--- src/logic/i2s_audio_cfg.svh ---
`ifndef I2S_AUDIO_CFG_SVH
`define I2S_AUDIO_CFG_SVH

// core clock and frame timing
`define I2S_CORE_CLK_HZ 40000000
`define I2S_FRAME_RATE_HZ 48000
`define I2S_WORD_BITS 16
`define I2S_BPF_SHORT 32
`define I2S_BPF_LONG 50

// bit clock rates follow from frame rate and frame length
`define I2S_BCLK_SHORT_HZ (`I2S_FRAME_RATE_HZ * `I2S_BPF_SHORT)
`define I2S_BCLK_LONG_HZ (`I2S_FRAME_RATE_HZ * `I2S_BPF_LONG)
`define I2S_SLAVE_BCLK_MAX_HZ 3072000

// least high or low phase, percent of the bit clock period
`define I2S_MIN_PHASE_PCT 35

// divider: the phase toggles at num/den of the core rate (two per period)
`define I2S_DIV_SCALE 1000
`define I2S_DIV_DEN (`I2S_CORE_CLK_HZ / `I2S_DIV_SCALE)
`define I2S_DIV_NUM_SHORT (2 * `I2S_BCLK_SHORT_HZ / `I2S_DIV_SCALE)
`define I2S_DIV_NUM_LONG (2 * `I2S_BCLK_LONG_HZ / `I2S_DIV_SCALE)

`endif

--- src/logic/i2s_audio_pkg.sv ---
package i2s_audio_pkg;
	`include "i2s_audio_cfg.svh"

	// one stereo frame, left word in the low half
	typedef struct packed {
		logic [`I2S_WORD_BITS-1:0] right;
		logic [`I2S_WORD_BITS-1:0] left;
	} audio_frame_s;

	// bit clock edge events, one core cycle each
	typedef struct packed {
		logic rise;
		logic fall;
	} bclk_evt_s;

	// transmit slot progress
	typedef enum logic [2:0] {
		TX_IDLE = 3'b001,
		TX_DATA = 3'b010,
		TX_PAD = 3'b100
	} tx_state_e;
endpackage

--- src/logic/i2s_bclk_divider.sv ---
`timescale 1ns/10ps
`include "i2s_audio_cfg.svh"
module i2s_bclk_divider import i2s_audio_pkg::*; #(
	parameter int DIV_W = 16
) (
	// clock and reset
	input wire logic core_clk_i,
	input wire logic rst_n_i,
	input wire logic ce_i,
	// control
	input wire logic run_i,
	input wire logic [DIV_W-1:0] num_i,
	input wire logic [DIV_W-1:0] den_i,
	// generated clock
	output logic sck_o,
	output bclk_evt_s evt_o
);
	logic [DIV_W-1:0] acc_reg, acc_next;
	logic sck_reg, sck_next;
	logic [DIV_W:0] sum;
	logic toggle;

	// fractional n/m accumulator; phase length varies by at most one
	// core cycle, so the mark/space ratio stays near one half at rates well below the core rate
	always_comb begin
		sum = {1'b0, acc_reg} + {1'b0, num_i};
		toggle = run_i && ce_i && (sum >= {1'b0, den_i});
		acc_next = acc_reg;
		sck_next = sck_reg;
		if (!run_i) begin
			acc_next = '0;
			sck_next = 1'b0;
		end else if (ce_i) begin
			acc_next = toggle ? DIV_W'(sum - {1'b0, den_i}) : sum[DIV_W-1:0];
			sck_next = toggle ? !sck_reg : sck_reg;
		end
	end

	always_ff @(posedge core_clk_i) begin
		if (!rst_n_i) begin
			acc_reg <= '0;
			sck_reg <= 1'b0;
		end else if (ce_i) begin
			acc_reg <= acc_next;
			sck_reg <= sck_next;
		end
	end

	// events mark the cycle before the pin level changes; the pin follows at the closing core clock edge
	assign evt_o.rise = toggle && !sck_reg;
	assign evt_o.fall = toggle && sck_reg;
	assign sck_o = sck_reg;

	// helper: length of the current phase in core cycles
	logic [DIV_W-1:0] hcnt_reg;
	always_ff @(posedge core_clk_i) begin
		if (!rst_n_i)
			hcnt_reg <= '0;
		else if (ce_i)
			hcnt_reg <= (toggle || !run_i) ? '0 : DIV_W'(hcnt_reg + 1'b1);
	end
endmodule

--- src/logic/i2s_audio_port.sv ---
`timescale 1ns/10ps
// Operation
// - in master mode bit clock and word select are driven out, in slave mode both are inputs.
// - the serial audio transmit line is an output in both modes.
// - channel words are 16 bits, MSB first, left MSB at the first data bit of the frame.
// - each word's MSB goes out one bit clock after the word select change, on a falling edge.
// - left samples travel while word select is low, right while it is high.
// - data changes on falling bit clock edges and is captured on the next rising edge.
// - one master rate gives 32 bit clocks per 48 kHz frame, a 1.536 MHz bit clock.
// - the other master rate gives 50 bit clocks per 48 kHz frame, a 2.400 MHz bit clock.
// - the master bit clock comes from the reference clock through an n/m fractional divider.
// - in slave mode any bit clock rate up to 3.072 MHz is followed.
// - the master bit clock keeps a mark/space ratio near one half, phases differing by at most one core cycle, each at least 0.35 of the period.
`include "i2s_audio_cfg.svh"
module i2s_audio_port import i2s_audio_pkg::*; #(
	parameter int WORD_BITS = `I2S_WORD_BITS,
	parameter int DIV_W = 16
) (
	// clock, reset, enable
	input wire logic core_clk_i,
	input wire logic rst_n_i,
	input wire logic ce_i,
	// configuration
	input wire logic enable_i,
	input wire logic master_i,
	input wire logic rate_long_i,
	// bit clock pin
	input wire logic sck_i,
	output logic sck_o,
	output logic sck_oe_o,
	// word select pin
	input wire logic ws_i,
	output logic ws_o,
	output logic ws_oe_o,
	// serial data pins
	output logic serial_audio_tx_o,
	input wire logic serial_audio_rx_i,
	// user side
	input wire audio_frame_s tx_frame_i,
	output logic tx_take_o,
	output audio_frame_s rx_frame_o,
	output logic rx_valid_o
);
	localparam logic [5:0] BPF_SHORT = 6'(`I2S_BPF_SHORT);
	localparam logic [5:0] BPF_LONG = 6'(`I2S_BPF_LONG);
	localparam logic [DIV_W-1:0] NUM_SHORT = DIV_W'(`I2S_DIV_NUM_SHORT);
	localparam logic [DIV_W-1:0] NUM_LONG = DIV_W'(`I2S_DIV_NUM_LONG);
	localparam logic [DIV_W-1:0] DIV_DEN = DIV_W'(`I2S_DIV_DEN);
	localparam logic [4:0] WBITS = 5'(WORD_BITS);

	logic run, master_run;
	logic [5:0] bpf;
	logic div_sck;
	bclk_evt_s div_evt, evt;

	assign run = enable_i;
	assign master_run = enable_i && master_i;
	assign bpf = rate_long_i ? BPF_LONG : BPF_SHORT;

	// master bit clock source
	i2s_bclk_divider #(.DIV_W(DIV_W)) u_div (
		.core_clk_i(core_clk_i),
		.rst_n_i(rst_n_i),
		.ce_i(ce_i),
		.run_i(master_run),
		.num_i(rate_long_i ? NUM_LONG : NUM_SHORT),
		.den_i(DIV_DEN),
		.sck_o(div_sck),
		.evt_o(div_evt)
	);

	// pin direction and slave edge detection state
	logic sck_prev_reg, sck_prev_next;
	logic oe_reg, oe_next;

	// slave edges come from the sampled pin; a clock whose phases meet
	// the 0.35 floor lasts many core cycles per phase, so none is lost
	always_comb begin
		sck_prev_next = ce_i ? sck_i : sck_prev_reg;
		oe_next = ce_i ? master_run : oe_reg;
		if (master_i) begin
			evt = div_evt;
		end else begin
			evt.rise = run && ce_i && sck_i && !sck_prev_reg;
			evt.fall = run && ce_i && !sck_i && sck_prev_reg;
		end
	end

	always_ff @(posedge core_clk_i) begin
		if (!rst_n_i) begin
			sck_prev_reg <= 1'b0;
			oe_reg <= 1'b0;
		end else if (ce_i) begin
			sck_prev_reg <= sck_prev_next;
			oe_reg <= oe_next;
		end
	end

	assign sck_o = div_sck;
	assign sck_oe_o = oe_reg;
	assign ws_oe_o = oe_reg;

	// framing: master word select and the per-rise view of the line
	logic [5:0] pos_reg, pos_next;
	logic ws_out_reg, ws_out_next;
	logic ws_rise_reg, ws_rise_next;
	logic ws_chg_reg, ws_chg_next;
	logic ws_line;

	// master changes word select on falling edges; both modes sample the
	// line on rising edges so a change is seen one half period later
	always_comb begin
		ws_line = master_i ? ws_out_reg : ws_i;
		pos_next = pos_reg;
		ws_out_next = ws_out_reg;
		ws_rise_next = ws_rise_reg;
		ws_chg_next = ws_chg_reg;
		if (!run) begin
			pos_next = '0;
			ws_out_next = 1'b0;
			ws_rise_next = 1'b0;
			ws_chg_next = 1'b0;
		end else begin
			if (master_i && evt.fall) begin
				pos_next = (pos_reg >= bpf - 6'd1) ? 6'd0 : pos_reg + 6'd1;
				ws_out_next = pos_next >= (bpf >> 1);
			end
			if (evt.rise) begin
				ws_rise_next = ws_line;
				ws_chg_next = ws_line != ws_rise_reg;
			end
		end
	end

	always_ff @(posedge core_clk_i) begin
		if (!rst_n_i) begin
			pos_reg <= '0;
			ws_out_reg <= 1'b0;
			ws_rise_reg <= 1'b0;
			ws_chg_reg <= 1'b0;
		end else if (ce_i) begin
			pos_reg <= pos_next;
			ws_out_reg <= ws_out_next;
			ws_rise_reg <= ws_rise_next;
			ws_chg_reg <= ws_chg_next;
		end
	end

	assign ws_o = ws_out_reg;

	// transmit path
	tx_state_e tx_state_reg, tx_state_next;
	logic [WORD_BITS-1:0] tx_shift_reg, tx_shift_next;
	logic [WORD_BITS-1:0] tx_hold_reg, tx_hold_next;
	logic [4:0] tx_cnt_reg, tx_cnt_next;
	logic tx_bit_reg, tx_bit_next;
	logic tx_take_reg, tx_take_next;
	logic tx_load;
	logic [WORD_BITS-1:0] tx_word;

	// a word loads on the first falling edge after word select changed;
	// the right word is caught with the left so a frame never tears
	always_comb begin
		tx_load = run && evt.fall && ws_chg_reg;
		tx_word = ws_rise_reg ? tx_hold_reg : tx_frame_i.left;
		tx_state_next = tx_state_reg;
		tx_shift_next = tx_shift_reg;
		tx_hold_next = tx_hold_reg;
		tx_cnt_next = tx_cnt_reg;
		tx_bit_next = tx_bit_reg;
		tx_take_next = 1'b0;
		if (!run) begin
			tx_state_next = TX_IDLE;
			tx_cnt_next = WBITS;
			tx_bit_next = 1'b0;
		end else if (tx_load) begin
			tx_state_next = TX_DATA;
			tx_bit_next = tx_word[WORD_BITS-1];
			tx_shift_next = {tx_word[WORD_BITS-2:0], 1'b0};
			tx_cnt_next = 5'd1;
			if (!ws_rise_reg) begin
				tx_hold_next = tx_frame_i.right;
				tx_take_next = 1'b1;
			end
		end else if (evt.fall) begin
			unique case (tx_state_reg)
				TX_IDLE: begin
					tx_bit_next = 1'b0;
				end
				TX_DATA: begin
					tx_bit_next = tx_shift_reg[WORD_BITS-1];
					tx_shift_next = {tx_shift_reg[WORD_BITS-2:0], 1'b0};
					tx_cnt_next = tx_cnt_reg + 5'd1;
					if (tx_cnt_reg + 5'd1 >= WBITS)
						tx_state_next = TX_PAD;
				end
				TX_PAD: begin
					tx_bit_next = 1'b0;
				end
			endcase
		end
	end

	always_ff @(posedge core_clk_i) begin
		if (!rst_n_i) begin
			tx_state_reg <= TX_IDLE;
			tx_shift_reg <= '0;
			tx_hold_reg <= '0;
			tx_cnt_reg <= WBITS;
			tx_bit_reg <= 1'b0;
			tx_take_reg <= 1'b0;
		end else if (ce_i) begin
			tx_state_reg <= tx_state_next;
			tx_shift_reg <= tx_shift_next;
			tx_hold_reg <= tx_hold_next;
			tx_cnt_reg <= tx_cnt_next;
			tx_bit_reg <= tx_bit_next;
			tx_take_reg <= tx_take_next;
		end
	end

	assign serial_audio_tx_o = tx_bit_reg;
	assign tx_take_o = tx_take_reg;

	// receive path
	logic [WORD_BITS-1:0] rx_shift_reg, rx_shift_next;
	logic [WORD_BITS-1:0] rx_left_reg, rx_left_next;
	logic [4:0] rx_cnt_reg, rx_cnt_next;
	logic rx_ch_reg, rx_ch_next;
	audio_frame_s rx_frame_reg, rx_frame_next;
	logic rx_valid_reg, rx_valid_next;
	logic [WORD_BITS-1:0] rx_word;

	// the rise that sees word select change still carries the last bit of
	// the old slot, so capture runs before the counter restarts
	always_comb begin
		rx_word = {rx_shift_reg[WORD_BITS-2:0], serial_audio_rx_i};
		rx_shift_next = rx_shift_reg;
		rx_left_next = rx_left_reg;
		rx_cnt_next = rx_cnt_reg;
		rx_ch_next = rx_ch_reg;
		rx_frame_next = rx_frame_reg;
		rx_valid_next = 1'b0;
		if (!run) begin
			rx_cnt_next = WBITS;
			rx_ch_next = 1'b0;
		end else if (evt.rise) begin
			if (rx_cnt_reg < WBITS) begin
				rx_shift_next = rx_word;
				rx_cnt_next = rx_cnt_reg + 5'd1;
				if (rx_cnt_reg == WBITS - 5'd1) begin
					if (!rx_ch_reg) begin
						rx_left_next = rx_word;
					end else begin
						rx_frame_next.left = rx_left_reg;
						rx_frame_next.right = rx_word;
						rx_valid_next = 1'b1;
					end
				end
			end
			if (ws_line != ws_rise_reg) begin
				rx_cnt_next = '0;
				rx_ch_next = ws_line;
			end
		end
	end

	always_ff @(posedge core_clk_i) begin
		if (!rst_n_i) begin
			rx_shift_reg <= '0;
			rx_left_reg <= '0;
			rx_cnt_reg <= WBITS;
			rx_ch_reg <= 1'b0;
			rx_frame_reg <= '0;
			rx_valid_reg <= 1'b0;
		end else if (ce_i) begin
			rx_shift_reg <= rx_shift_next;
			rx_left_reg <= rx_left_next;
			rx_cnt_reg <= rx_cnt_next;
			rx_ch_reg <= rx_ch_next;
			rx_frame_reg <= rx_frame_next;
			rx_valid_reg <= rx_valid_next;
		end
	end

	assign rx_frame_o = rx_frame_reg;
	assign rx_valid_o = rx_valid_reg;
endmodule

--- config.mk ---
export PLATFORM = sky130hd
export DESIGN_NAME = i2s_audio_port
export DESIGN_NICKNAME = d
export VERILOG_FILES = /design/src/logic/i2s_audio_pkg.sv /design/src/logic/i2s_bclk_divider.sv /design/src/logic/i2s_audio_port.sv
export VERILOG_INCLUDE_DIRS = /design/src /design/src/logic
export SDC_FILE = /design/constraint.sdc
export NUM_CORES = 1
export LEC_CHECK = 0
export BUFFER_PORTS_ARGS = -buffer_cell sky130_fd_sc_hd__buf_2
export CORE_MARGIN = 1
export CORE_UTILIZATION = 30
export CTS_CLUSTER_SIZE = 28
export DETAILED_ROUTE_END_ITERATION = 7
export SKIP_CTS_REPAIR_TIMING = 1
export SLEW_MARGIN = 0
export SYNTH_ARGS = -nofsm -noshare
export SYNTH_HDL_FRONTEND = slang
export SYNTH_HIERARCHICAL = 1
export SYNTH_SLANG_ARGS = --single-unit
--- constraint.sdc ---
create_clock -name core_clk_i -period 7.8 [get_ports core_clk_i]
set_input_delay 0 -clock core_clk_i [delete_from_list [all_inputs] [get_ports core_clk_i]]
set_output_delay 0 -clock core_clk_i [all_outputs]
set_load 0.005 [all_outputs]
==> run metrics <==
Total Routing Usage GR approximately 14%; largest net degree at the start of global routing 115; crit path cell chain ha_1, and3_1, o21ai_0, o21ba_1, nor2_1, o311ai_0, ha_1, nand3_1, nor2_1, a31o_2, nor3_2, nor3_1, and2_0, o21ba_2, and3_1, mux2i_1, nor2b_1; EDFF count, synth 0; area of the multi-input gates just under 5000 um2; initial antenna violation count 0; crit path DAT 5.39 ns; Power per Cell Area 198 nW/um2; Worst-Margin Slew 1.17 ns; Yosys Warn Count 6; switch share 28.7%; DR top layer met4; Clk network pwr share a little over two fifths; Synth Area in Adders 7.27%; share of synthesized flip-flops with an asynchronous set or reset 0%; Area Growth Syn to Fin 18.4%; critical path's top delay family simple AND/OR/NAND/NOR gates; layout cells sized above 1 14.9%; Worst EP required between 8 and 9 ns; Post-Synthesis Cell Area 7960 um2; vias in the first global route 6,141; Final Hold Vio Count 0; net switching power approximately 530 uW; Std-Cell Rows 59; Compound-Gate Fraction of Synth Area 23.3%; main combinational cell family by area after synthesis compound AO/OA/AOI/OAI gates; post-synthesis mux area share about 8%; Starting Density between 30% and 40%; crit end category flop; final WL 18,600 um; Fin Setup TNS 0 ns; ANT cells 0; Yosys cell types 78; Hold Slack 0.00199 ns; DR vias 6,665; Tmin final 5.08 ns; die area 27,200 um2; clk_lat worst skew about 0.42 ns; RSZ-0062 raised after global routing false; Die H 165 um; Static Leak 3.74 nW; Clock Skew about 0.014 ns; FILL cells 2,658; Worst slew margin 21.4%; first-pass GRT wire length 30,500 um; max incr delay on CP 0.84 ns; total clock sinks 139; CTS tree done; CP Class reg -> reg; met1 WL 9070 um; Synth Area in Simple Gates 18.3%; register area about 2800 um2; Max Fanout on Critical Path 16; initial DRC count ~400; internal power 1.33 mW; FMAX 0.197 GHz; post-synthesis sequential area ratio about a third; Gate Count Post-Synth 924; die width 165 um; placed wire-length estimate 12,900 um; grt total ovfl 0; endpoints failing setup 0; Comb pwr share 17.3%; H-tree level count 4; drt via density 4.87; Residual DRC 0; fin. max-slew vios 0; Root Buffer clkbuf_16; status completed; VDD IR-drop max about 0.13 mV; Placer Congestion a little over 0.8; WHS Path Cells 3; Final Cycle Share 65.1%; CTS max path bufs 2; kind of start point of the critical path flop; Core ar. around 26,000 um2; main flop type after synthesis dfxtp_1; met3 routed WL ~700 um; Levels on crit path 17; number of synthesized register bits 139; min-delay worst type in -> reg; Worst Path Buf+Inv 0; register share of total power between 30% and 40%; TritonRoute pass-1 iters 5; Net count, final 1,106; WL per Instance 13.6 um; Synth Area in XOR/XNOR just under 3%; max reg flops 32; worst r2r path cells 17; post-route ant nets 0; max cap viols 0; Clock transition at path regs 0.07 ns; Slowest-stage cell, CP and3_1; I/O pin count 80; met2 WL 8650 um; syn avg cell area roughly 8.6 um2; IO Port Bufs 79; Num CTS Buffers 17
[area by class of cell]
| type | count | share of cell area [%] |
|---|---|---|
| multi-input cells | 728 | 51.8 |
| well taps | 335 | 4.45 |
| inverters | 32 | 1.28 |
| flip-flops and latches | 139 | 29.6 |
| clock buffers | 19 | 4.81 |
| repair buffers | 102 | 6.51 |
| clock inverters | 13 | 1.57 |
[final timing paths]
path	startpoint	to	slack [ns]
max	u_div/acc_reg[9]$_SDFFE_PN0P_	rx_left_reg[12]$_SDFFE_PN0P_	2.72
min	enable_i	tx_state_reg[1]$_SDFFE_PN0P_	0.002
max reg2reg	u_div/acc_reg[9]$_SDFFE_PN0P_	rx_left_reg[12]$_SDFFE_PN0P_	2.72
min reg2reg	rx_frame_o[15]$_SDFFE_PN0P_	rx_frame_o[15]$_SDFFE_PN0P_	0.45
[worst min-delay path, stage by stage]
cell and delay [ns]:
buf_2 0.19, o21ai_0 0.11, a21oi_1 0.07
[placed cells by master, fill, tap and decap left out, types with 18 or more instances in the layout]
master and n:
conb_1 28, o21ai_0 21, a21oi_1 28, nand2_1 177, ha_1 43, a21boi_0 54, mux2i_1 46, buf_2 79
inv_1 32, nor2_1 33, nand3_1 20, dlygate4sd3_1 18, nor2b_1 27, dfxtp_1 139
[per-layer routing]
metal,track usage [%],up-vias
met2,22.1,106
met5,0,-
met4,3.46,0
met1,18.9,3105
li1,-,3436
met3,3.21,18
[metrics by stage]
| step | instances | cell area, um2 | total power [mW] | util [%] | setup WS, ns |
|---|---|---|---|---|---|
| after floorplan | 950 | 8050 | 0.991 | - | 3.36 |
| after global placement | 1318 | 8640 | 1.05 | 33.1 | 2.66 |
| after detailed placement | 1318 | 8640 | 1.05 | 33.1 | 2.69 |
| after CTS | 1350 | 9240 | 1.88 | 35.4 | 2.69 |
| after global routing | 1368 | 9420 | 1.95 | 36.1 | 2.19 |
| final | 1368 | 9420 | 1.86 | 36.1 | 2.72 |
[power by group through the flow]
stage          combinational (mW)  sequential, mW  clock (mW)
6_report                    0.322           0.722       0.819
4_1_cts                     0.313           0.722       0.842
3_5_place_dp                0.311           0.738           0
2_1_floorplan               0.255           0.736           0
5_1_grt                     0.359           0.722       0.869
3_3_place_gp                0.309           0.738           0
[synthesized netlist by cell type, types with 17 or more instances]
cell type / number / area, um2
dfxtp_1: 139 / 2780
o21ai_0: 21 / 105
nor2_1: 33 / 124
xnor2_1: 17 / 149
nand2_1: 177 / 664
a21boi_0: 54 / 405
inv_1: 32 / 120
nand3_1: 20 / 100
nor2b_1: 27 / 169
clkbuf_1: 31 / 116
mux2_2: 17 / 191
ha_1: 43 / 538
mux2i_1: 46 / 460
a21oi_1: 28 / 140
[kinds of logic after synthesis]
logic type               after synthesis
adder cells (fa/ha/maj)               45
other                                  2
buffers and inverters                 83
AND/OR/NAND/NOR                      316
XOR/XNOR                              27
AO/OA/AOI/OAI                        249
flip-flops                           139
multiplexers                          63
Power figures use the tool's default switching activity.
